File: src/hdl/drr_pkg.sv
// Constants and types shared by the range, reference and alarm register bank.
`default_nettype none
package drr_pkg;
    // ----------------------------------------------------------------
    // Register indices; the byte address is four times the index.
    // ----------------------------------------------------------------
    localparam logic [5:0] IDX_CH4_RANGE  = 6'h19;
    localparam logic [5:0] IDX_CH5_RANGE  = 6'h1A;
    localparam logic [5:0] IDX_REFERENCE  = 6'h1B;
    localparam logic [5:0] IDX_FAULT_CFG  = 6'h1C;
    localparam logic [5:0] IDX_IRQ_STATUS = 6'h30;
    localparam logic [5:0] IDX_IRQ_CLEAR  = 6'h31;
    localparam logic [5:0] IDX_IRQ_ENABLE = 6'h32;
    localparam logic [5:0] IDX_FAULT_LIVE = 6'h33;

    // ----------------------------------------------------------------
    // Field positions.
    // ----------------------------------------------------------------
    localparam int POS_RANGE_SEL   = 0;
    localparam int POS_SCALE_LSB   = 2;
    localparam int POS_RES_SEL     = 2;
    localparam int POS_VREF_LSB    = 0;
    localparam int POS_OPEN_DRAIN  = 0;
    localparam int POS_TSD_EN      = 1;
    localparam int POS_CRC_EN      = 2;
    localparam int POS_MASK_LSB    = 3;
    localparam int POS_FLT_WARN    = 0;
    localparam int POS_FLT_OTEMP   = 1;
    localparam int POS_FLT_NEGMON  = 2;
    localparam int POS_FLT_RESIST  = 3;
    localparam int POS_FLT_CRC     = 4;

    // ----------------------------------------------------------------
    // Reset values.
    // ----------------------------------------------------------------
    localparam logic [7:0] RST_RANGE     = 8'h00;
    localparam logic [7:0] RST_REFERENCE = 8'h00;
    localparam logic [7:0] RST_FAULT_CFG = 8'h06;
    localparam logic [4:0] RST_IRQ       = 5'h00;

    // ----------------------------------------------------------------
    // Timing.
    // ----------------------------------------------------------------
    localparam int CLK_PERIOD_NS = 40;
    localparam int CRC_PERIOD_NS = 40000;
    localparam logic [9:0] CRC_LAST = 10'(CRC_PERIOD_NS / CLK_PERIOD_NS - 1);

    // Range and reference settings driven towards the analog core.
    typedef struct packed {
        logic [5:0] fourth_chan_scale_factor;
        logic       fourth_chan_range_select;
        logic [5:0] fifth_chan_scale_factor;
        logic       fifth_chan_range_select;
        logic       ext_resistor_sel;
        logic [1:0] vref_sel;
    } drr_cfg_t;
endpackage
`default_nettype wire

File: src/hdl/drr_regs.sv
// Register bank for channel 4/5 ranges, reference selection and fault alarm setup.
// What this block does
// RULE_01: Channel 4 range bit 0: 0 gives 45 mA, 1 gives 100 mA full scale.
// RULE_02: Channel 5 range bit 0 decodes the same 45 mA or 100 mA choice.
// RULE_03: Bits 7..2 of both range registers hold a six-bit scale factor, reset zero.
// RULE_04: Reference bit 2 picks internal (0) or external (1) current resistor.
// RULE_05: Reference bits 1..0 pick one of four voltage reference schemes.
// RULE_06: Alarm bit 7 masks the alarm for background register check errors.
// RULE_07: Alarm bit 6 masks the alarm for external resistor faults.
// RULE_08: Alarm bit 5 masks the alarm for negative monitor output voltage.
// RULE_09: Alarm bit 4 masks the alarm for over-temperature faults.
// RULE_10: Alarm bit 3 masks the alarm for over-temperature warnings.
// RULE_11: Alarm bit 2, reset one, enables a periodic CRC over the registers.
// RULE_12: Alarm bit 1, reset one, enables thermal shutdown on over-temperature.
// RULE_13: Alarm bit 0 makes the alarm pin open drain; zero keeps it driven.
// RULE_14: Alarm configuration register resets to 0x06.
// RULE_15: Channel 4 range register sits at index 0x19 and resets to zero.
// RULE_16: Reserved bits read zero and ignore writes.
// RULE_17: Alarm is active whenever any unmasked monitored fault is present.
//
// Added by the designer: the APB slave port.
`timescale 1ns/1ps
`default_nettype none
module drr_regs
(
    input  wire logic              pclk,
    input  wire logic              presetn,
    input  wire logic              psel,
    input  wire logic              penable,
    input  wire logic              pwrite,
    input  wire logic [7:0]        paddr,
    input  wire logic [31:0]       pwdata,
    output logic      [31:0]       prdata,
    output logic                   pready,
    output logic                   pslverr,
    input  wire logic [3:0]        fault_in,
    input  wire logic              alarm_n_in,
    output logic                   alarm_n_out,
    output logic                   alarm_n_oe,
    output logic                   thermal_shutdown,
    output logic                   crc_check_active,
    output logic                   irq,
    output drr_pkg::drr_cfg_t      cfg_out
);
    import drr_pkg::*;

    // ----------------------------------------------------------------
    // State and helpers
    // ----------------------------------------------------------------
    typedef struct packed {
        drr_cfg_t   cfg;
        logic [7:0] fault_cfg;
        logic [4:0] irq_status;
        logic [4:0] irq_enable;
        logic [3:0] sync1;
        logic [3:0] sync2;
        logic [3:0] sync3;
        logic [3:0] flt;
        logic [2:0] pin_sync;
        logic       pin_lvl;
        logic [9:0] crc_cnt;
        logic [7:0] crc_ref;
        logic       crc_dirty;
        logic [31:0] rdata;
        logic       slverr;
        logic       ready;
        logic       alarm_n;
        logic       alarm_oe;
        logic       tsd;
        logic       irq;
    } drr_state_t;

    drr_state_t st;
    drr_state_t next_st;

    // Tells whether a byte address is word aligned and hits a mapped register index.
    function automatic logic is_mapped(input logic [7:0] addr);
        logic [5:0] idx;
        idx = addr[7:2];
        is_mapped = (addr[1:0] == 2'h0) &&
                    (idx == IDX_CH4_RANGE || idx == IDX_CH5_RANGE ||
                     idx == IDX_REFERENCE || idx == IDX_FAULT_CFG ||
                     idx == IDX_IRQ_STATUS || idx == IDX_IRQ_CLEAR ||
                     idx == IDX_IRQ_ENABLE || idx == IDX_FAULT_LIVE);
    endfunction

    // CRC-8 with polynomial x^8+x^2+x+1 over one 32-bit word.
    function automatic logic [7:0] crc8(input logic [31:0] data);
        logic [7:0] c;
        c = 8'h00;
        for (int i = 31; i >= 0; i--)
        begin
            c = {c[6:0], 1'b0} ^ ((c[7] ^ data[i]) ? 8'h07 : 8'h00);
        end
        crc8 = c;
    endfunction

    logic        setup_ph;
    logic        wr_acc;
    logic [5:0]  acc_idx;
    logic [31:0] crc_word;
    logic [31:0] rd_word;
    logic        crc_tick;
    logic        crc_bad;
    logic [4:0]  events;
    logic [4:0]  clr_bits;
    logic [4:0]  alarm_src;
    logic        alarm_act;
    logic [3:0]  agree;

    // ----------------------------------------------------------------
    // Next-state logic
    // ----------------------------------------------------------------
    // Bus phases, register decode, fault filtering and alarm drive.
    always_comb
    begin
        next_st  = st;
        setup_ph = psel && !penable;
        wr_acc   = psel && penable && pwrite && !st.slverr;
        acc_idx  = paddr[7:2];
        crc_word = {7'h00, st.cfg, st.fault_cfg};
        clr_bits = 5'h00;

        // Read mux; reserved bits are left at zero.
        rd_word = 32'h0000_0000;
        case (acc_idx)
            IDX_CH4_RANGE:                                                   // RULE_15
            begin
                rd_word[7:2] = st.cfg.fourth_chan_scale_factor;
                rd_word[0]   = st.cfg.fourth_chan_range_select;              // RULE_16
            end
            IDX_CH5_RANGE:
            begin
                rd_word[7:2] = st.cfg.fifth_chan_scale_factor;
                rd_word[0]   = st.cfg.fifth_chan_range_select;
            end
            IDX_REFERENCE:
            begin
                rd_word[2]   = st.cfg.ext_resistor_sel;
                rd_word[1:0] = st.cfg.vref_sel;
            end
            IDX_FAULT_CFG:  rd_word[7:0] = st.fault_cfg;
            IDX_IRQ_STATUS: rd_word[4:0] = st.irq_status;
            IDX_IRQ_ENABLE: rd_word[4:0] = st.irq_enable;
            IDX_FAULT_LIVE: rd_word[4:0] = {st.pin_lvl, st.flt};
            default:        rd_word = 32'h0000_0000;
        endcase

        // Read data and error are prepared in setup so the access phase needs no wait.
        next_st.ready = 1'b1;
        if (setup_ph)
        begin
            next_st.slverr = !is_mapped(paddr);
            next_st.rdata  = (is_mapped(paddr) && !pwrite) ? rd_word : 32'h0000_0000;
        end

        // Register writes take effect at the access edge.
        if (wr_acc)
        begin
            case (acc_idx)
                IDX_CH4_RANGE:
                begin
                    next_st.cfg.fourth_chan_scale_factor = pwdata[POS_SCALE_LSB +: 6];  // RULE_03
                    next_st.cfg.fourth_chan_range_select = pwdata[POS_RANGE_SEL];       // RULE_01
                end
                IDX_CH5_RANGE:
                begin
                    next_st.cfg.fifth_chan_scale_factor = pwdata[POS_SCALE_LSB +: 6];   // RULE_03
                    next_st.cfg.fifth_chan_range_select = pwdata[POS_RANGE_SEL];        // RULE_02
                end
                IDX_REFERENCE:
                begin
                    next_st.cfg.ext_resistor_sel = pwdata[POS_RES_SEL];                 // RULE_04
                    next_st.cfg.vref_sel         = pwdata[POS_VREF_LSB +: 2];           // RULE_05
                end
                IDX_FAULT_CFG:  next_st.fault_cfg  = pwdata[7:0];
                IDX_IRQ_CLEAR:  clr_bits           = pwdata[4:0];
                IDX_IRQ_ENABLE: next_st.irq_enable = pwdata[4:0];
                default:        next_st.fault_cfg  = st.fault_cfg;
            endcase
        end

        // Fault inputs pass three stages; a change counts once stages two and three agree.
        next_st.sync1    = fault_in;
        next_st.sync2    = st.sync1;
        next_st.sync3    = st.sync2;
        agree            = ~(st.sync2 ^ st.sync3);
        next_st.flt      = (agree & st.sync3) | (~agree & st.flt);
        next_st.pin_sync = {st.pin_sync[1:0], alarm_n_in};
        if (st.pin_sync[1] == st.pin_sync[2])
        begin
            next_st.pin_lvl = st.pin_sync[2];
        end

        // Periodic register check; a write resynchronises the reference value.
        crc_tick = 1'b0;
        crc_bad  = 1'b0;
        if (st.fault_cfg[POS_CRC_EN])                                        // RULE_11
        begin
            crc_tick        = (st.crc_cnt == CRC_LAST);
            next_st.crc_cnt = crc_tick ? 10'h000 : st.crc_cnt + 10'h001;
            if (crc_tick && st.crc_dirty)
            begin
                next_st.crc_ref = crc8(crc_word);
            end
            crc_bad = crc_tick && !st.crc_dirty && (crc8(crc_word) != st.crc_ref);
            next_st.crc_dirty = wr_acc || (st.crc_dirty && !crc_tick);
        end
        else
        begin
            next_st.crc_cnt   = 10'h000;
            next_st.crc_dirty = 1'b1;
        end

        // Sticky status; a new event wins over a clear in the same cycle.
        events             = {crc_bad, next_st.flt & ~st.flt};
        next_st.irq_status = (st.irq_status & ~clr_bits) | events;
        next_st.irq        = |(st.irq_status & st.irq_enable);

        // Alarm sources masked by bits 7..3 of the alarm configuration.
        alarm_src = {st.irq_status[POS_FLT_CRC], st.flt} & ~st.fault_cfg[POS_MASK_LSB +: 5];  // RULE_06 RULE_07
        alarm_act = |alarm_src;                                              // RULE_08 RULE_09 RULE_10 RULE_17

        // Active-low pin: open drain only pulls low, push-pull always drives.
        if (st.fault_cfg[POS_OPEN_DRAIN])                                    // RULE_13
        begin
            next_st.alarm_n  = 1'b0;
            next_st.alarm_oe = alarm_act;
        end
        else
        begin
            next_st.alarm_n  = !alarm_act;
            next_st.alarm_oe = 1'b1;
        end

        // Thermal shutdown follows the filtered over-temperature fault when enabled.
        next_st.tsd = st.fault_cfg[POS_TSD_EN] && st.flt[POS_FLT_OTEMP];     // RULE_12
    end

    // ----------------------------------------------------------------
    // State register
    // ----------------------------------------------------------------
    // All state resets to constants, including the configuration defaults.
    always_ff @(posedge pclk or negedge presetn)
    begin
        if (!presetn)
        begin
            st            <= '0;
            st.cfg        <= drr_cfg_t'({RST_RANGE[7:2], RST_RANGE[POS_RANGE_SEL],
                                         RST_RANGE[7:2], RST_RANGE[POS_RANGE_SEL],
                                         RST_REFERENCE[2:0]});
            st.fault_cfg  <= RST_FAULT_CFG;                                  // RULE_14
            st.irq_status <= RST_IRQ;
            st.irq_enable <= RST_IRQ;
            st.crc_dirty  <= 1'b1;
            st.ready      <= 1'b1;
            st.alarm_n    <= 1'b1;
            st.alarm_oe   <= 1'b1;
            st.pin_sync   <= 3'h7;
            st.pin_lvl    <= 1'b1;
        end
        else
        begin
            st <= next_st;
        end
    end

    // ----------------------------------------------------------------
    // Outputs
    // ----------------------------------------------------------------
    // Every output is a field of the state register.
    assign prdata           = st.rdata;
    assign pready           = st.ready;
    assign pslverr          = st.slverr;
    assign alarm_n_out      = st.alarm_n;
    assign alarm_n_oe       = st.alarm_oe;
    assign thermal_shutdown = st.tsd;
    assign crc_check_active = st.fault_cfg[POS_CRC_EN];
    assign irq              = st.irq;
    assign cfg_out          = st.cfg;

    // ----------------------------------------------------------------
    // Checks
    // ----------------------------------------------------------------
    // Marks whether software has written anything since reset.
    logic seen_wr;
    always_ff @(posedge pclk or negedge presetn)
    begin
        if (!presetn)
        begin
            seen_wr <= 1'b0;
        end
        else if (wr_acc)
        begin
            seen_wr <= 1'b1;
        end
    end
endmodule
`default_nettype wire

File: config.mk
export PLATFORM = sky130hd
export DESIGN_NAME = drr_regs
export DESIGN_NICKNAME = d
export VERILOG_FILES = /design/src/hdl/drr_pkg.sv /design/src/hdl/drr_regs.sv
export SDC_FILE = /design/constraint.sdc
export NUM_CORES = 1
export LEC_CHECK = 0
export ABC_AREA = 1
export BUFFER_PORTS_ARGS = -buffer_cell sky130_fd_sc_hd__clkbuf_2
export CAP_MARGIN = 10
export CORE_MARGIN = 1
export CORE_UTILIZATION = 28
export CTS_CLUSTER_DIAMETER = 100
export CTS_CLUSTER_SIZE = 20
export DETAILED_ROUTE_END_ITERATION = 7
export MAX_ROUTING_LAYER = met4
export PLACE_DENSITY = 0.47
export SYNTH_ARGS = -nofsm -noshare
export SYNTH_HDL_FRONTEND = slang
export SYNTH_SLANG_ARGS = --single-unit
export TNS_END_PERCENT = 30
File: constraint.sdc
create_clock -name pclk -period 2.05 [get_ports pclk]
set_input_delay 0.205 -clock pclk [delete_from_list [all_inputs] [get_ports pclk]]
set_output_delay 0.205 -clock pclk [all_outputs]
set_load 0.005 [all_outputs]
Word-level counts from Yosys, hierarchy flattened --
Cells that the tools add are included.
Operators by class: add/subtract/negate cells 1, equal/unequal tests 11, bitwise logic cells 62, reductions and logical operators 35, muxes and demuxes 38
Operators with widths (number):
- $xor A8 B3 Y8 | 19
- $mux W3 | 25
- $eq A6 B5 Y1 const B | 4
- $eq A6 B6 Y1 const B | 4
- $mux W10 | 2
- $xor A1 B1 Y1 | 19
- $and A5 B5 Y5 | 3
- $pmux W1 S7 | 2
- $and A4 B4 Y4 | 3
- $not A4 Y4 | 3
- $pmux W2 S6 | 1
- $reduce_and A2 Y1 | 6
- $logic_and A1 B1 Y1 | 11
- $add A10 B1 Y10 const B | 1
- $eq A10 B10 Y1 const B | 1
- $mux W5 | 2
- $not A5 Y5 | 2
- $reduce_or A5 Y1 | 2
- $pmux W3 S3 | 1
- $logic_or A1 B1 Y1 | 8
- $mux W8 | 1
- $ne A8 B8 Y1 | 1
- $xor A8 B8 Y8 | 1
- $logic_not A1 Y1 | 7
- 13 further kinds | 18
Word-level totals: register bits 111, word-level logic and storage cells 171, input port bits 50

Depth between registers and ports, before layout --
depth in word-level cells 68, depth in mapped cells 24

Least setup slack after synthesis --
No wires, ideal clock.
path type register to register, start point register st, in the netlist cfg_out[12], end point register st[86] (netlist name), path slack -0.011 ns, path buffers 1, cell stages (with the launch flop) 24, clock period less this slack 2.061 ns, arrival 1.940 ns, path through dfrtp_1 > buf_6 > inv_1 > nand2_1 > nand2_1 > nand2_4 > nand2_4 > nand2_4 > nand2_4 > nand2_8 > nand2_4 > nand2_1 > nand3_2 > nand2_4 > inv_2 > nand2_2 > nand2_1 > nand2_1 > nand3_2 > nand2_1 > nor2_1 > nand3_1 > nand2_1 > nand2_1
RTL lines:
- start: declaration | RTL line drr_regs.sv:73 | drr_state_t st;
- start signal: assignment | RTL line drr_regs.sv:264 | st <= next_st;

==> results.md <==
- Status: complete, but fails checks
- Failing checks: setup timing
- Width of the die: between 100 and 150 µm
- Per-cell routed wire length: 13.56 µm
- Initial core utilization: 0.2902
- Setup TNS Final: -0.4561 ns
- CP dominant cell by count: nand2_4
- Layout cell share with drive strength beyond 1: 0.3561
- Worst Path Buf+Inv: 2
- Gr usage total: 0.1584
- Non-filler instance count after layout: 1,049
- Hold Path Stages: 2
- FF+latch count, synth: just under 90
- CP max-delay cell: dfrtp_2
- Vias in the first global route: 4,353
- Distinct cell type count after synthesis: 42
- Area of the core: around 0.018 mm²
- CTS tree: built
- Cell area after synthesis: 0.005301 mm²
- Clock-pin slew on the worst setup and hold paths: around 0.070 ns
- DRT iter0 DRCs: 229
- Startpoint types: flop
- Critical path's largest stage delay: 0.46 ns
- Final worst slack: -0.2842 ns
- Rel. slew slack: 0.6340
- Cell count after placement: 1,015
- Met3 usage: 0.03338
- Number of flops mapped to enable cells by yosys: 0
- CP delay by family, top: simple AND/OR/NAND/NOR gates
- Synth warnings: 0
- Area share of the largest cell type after synthesis: 0.3682
- Leakage: 3.320 nW
- Ys async rst share: 1.000
- Levels on crit path: 23
- Worst Tran Pin Value: 0.5477 ns
- Root buffer cell: clkbuf_16
- Row Count: 49
- HP Class: input pin to flop
- Slew Limit Fails: 0
- Largest net degree at the start of global routing: 40
- Worst vdd ir: 0.0004155 V
- Post-Syn Area per Cell: 7.617 µm²
- Worst Reg-to-Reg Cells: 23
- Busiest grt layer: met2
- Worst EP arrival: about 2.6 ns
- DP HPWL: 10.96 mm
- Count leader, synth: nand2_1
- Die height: 139.6 µm
- Layout Nets: 866
- Top cells by area, synth: dfrtp_1, nand2_1, buf_4, o21ai_0, inv_1
- CTS max path bufs: 2
- Ys flop type: dfrtp_1
- Worst Clk Skew: 0.009396 ns
- Met1 Track Usage GR: 0.2194
- H-Tree Depth: 3
- Die area: 0.01949 mm²
- Port Buffer Count: 56
- P&R area growth vs syn: 28.16%
- Ports: roughly 110
- Routed Antenna Nets: 0
- Critical Path End Type: flop
- R2R Setup Slk: -0.28 ns
- Skew-Pair Late Insertion Delay: 0.36 ns
- # setup viols final: 2
- CTS Buf Count: 9
- Gate Count Post-Synth: between 600 and 700
- # clock sinks: 87
- Initial antenna violation count: 0
- Grt total ovfl: 0
- PwrDens: 585.9 mW/mm²
- RePlAce Congestion: 0.8814
- Hold Vio Cnt, Final: 0
- Via-per-instance ratio: 4.412
- DRT Pass-1 Iters: 5
- Drt total wl: 14.22 mm
- Total number of vias: 4,628
- First-pass GRT wire length: roughly 23 mm
- Fmax: roughly 430 MHz
- Worst Path Max Fanout: 4
- Maxcap violations: 0
- Yosys top cell by area: dfrtp_1
- CP required: ~2.3 ns
- # diodes: 0
- Unrepaired setup endpoints after global routing: yes
- Fin crit period: between 2 and 2.5 ns
- Worst slack, placed: -0.3326 ns
- WS Path Type: flop to flop
- Residual DRC: 0
- Crit share post-route: 1.139
- Sequential area share after synthesis: 0.4128
- Synth cell count leaders: nand2_1, dfrtp_1, inv_1, o21ai_0, buf_4
- Crit-path cells: buf_4 -> nand2_4 -> nand3_4 -> nand2_4 -> nand2_2 -> nand2_4 -> inv_4 -> nand2_8 -> nand2_4 -> nand2_4 -> nand2_2 -> nand2_4 -> nand2_4 -> nand2_4 -> nand2_2 -> nand2_1 -> nand2_2 -> nand2_1 -> nand2_1 -> nor2_1 -> nand3_1 -> nand2_1 -> nand2_1
- Met2 GRT Util: 0.2325
- # fillers: 1,929
-- stage by stage --
step / util / hold WS [ns] / power, mW / area [µm²]
after floorplan: - / -0.09059 / 2.110 / 5396
after global placement: 0.3328 / 0.1543 / 2.264 / 6080
after detailed placement: 0.3328 / 0.1657 / 2.265 / 6080
after CTS: 0.3623 / 0.07860 / 4.014 / 6619
after global routing: 0.3719 / 0.1015 / 4.171 / 6794
final: 0.3719 / 0.08744 / 3.981 / 6794
-- kinds of logic after synthesis --
family	after synthesis	synth area share
other cells	2	0.001417
buf+inv	144	0.1395
fa+ha+maj	2	0.004248
compound gates	91	0.09559
flops	87	0.4128
xor+xnor	10	0.01652
simple gates	360	0.3300
-- report_power, final --
| part | total, mW | leakage (nW) | internal [mW] | switching [mW] |
|---|---|---|---|---|
| logic | 0.514 | 2.08 | 0.207 | 0.307 |
| registers | 1.77 | 1.10 | 1.75 | 0.0212 |
| clock network | 1.69 | 0.140 | 0.951 | 0.743 |
| total | 3.98 | 3.32 | 2.91 | 1.07 |
-- sequential cells by signal, summed over array words and instances, names as in the netlist --
register and count:
cfg_out 17, crc_word 7, next_st 10, thermal_shutdown 1, alarm_n_oe 1, alarm_n_out 1, crc_check_active 1, st 39
prdata 8, irq 1, pslverr 1
-- placed cells by master (no fill, tap or decap), types with 23 or more instances in the layout --
master / instances
nand2_1: 162
conb_1: 25
nand2_4: 23
nand3_1: 31
nor2_1: 41
inv_1: 71
nand2_2: 59
buf_4: 79
clkbuf_2: 55
o21ai_0: 62
dfrtp_1: 72
-- worst paths after layout --
| path | startpoint | end |
|---|---|---|
| setup / recovery | cfg_out[15] | st[86] |
| hold / removal | pwrite | prdata[5] |
| setup reg to reg | cfg_out[15] | st[86] |
| hold reg to reg | next_st[71] | next_st[67] |
| max in group asynchronous | presetn | alarm_n_out |
| min in group asynchronous | presetn | st[79] |
-- cell type report --
class                      count  area, µm²  share of cell area
clock buffer                  11      232.7             0.03425
clock inverter                 5      60.06            0.008840
inverter                      86      334.1             0.04917
multi-input combinational    488       2714              0.3994
sequential                    87       2196              0.3232
tap                          229      286.5             0.04217
timing repair buffer         143      970.9              0.1429
-- layer usage --
metal | up-vias | wire [µm]
met4 | 0 | 151
met3 | 12 | 642
li1 | 2376 | -
met5 | - | 0
met1 | 2136 | 7165
met2 | 104 | 6262
-- repair_timing --
action,CTS,global route
resized for setup,42,44
hold buffers,6,0
buffers inserted,7,5
pin swaps,14,23
endpoints found under the setup margin,6,9
hold endpoints to repair,29,0
(Power assumes the default switching activity.)
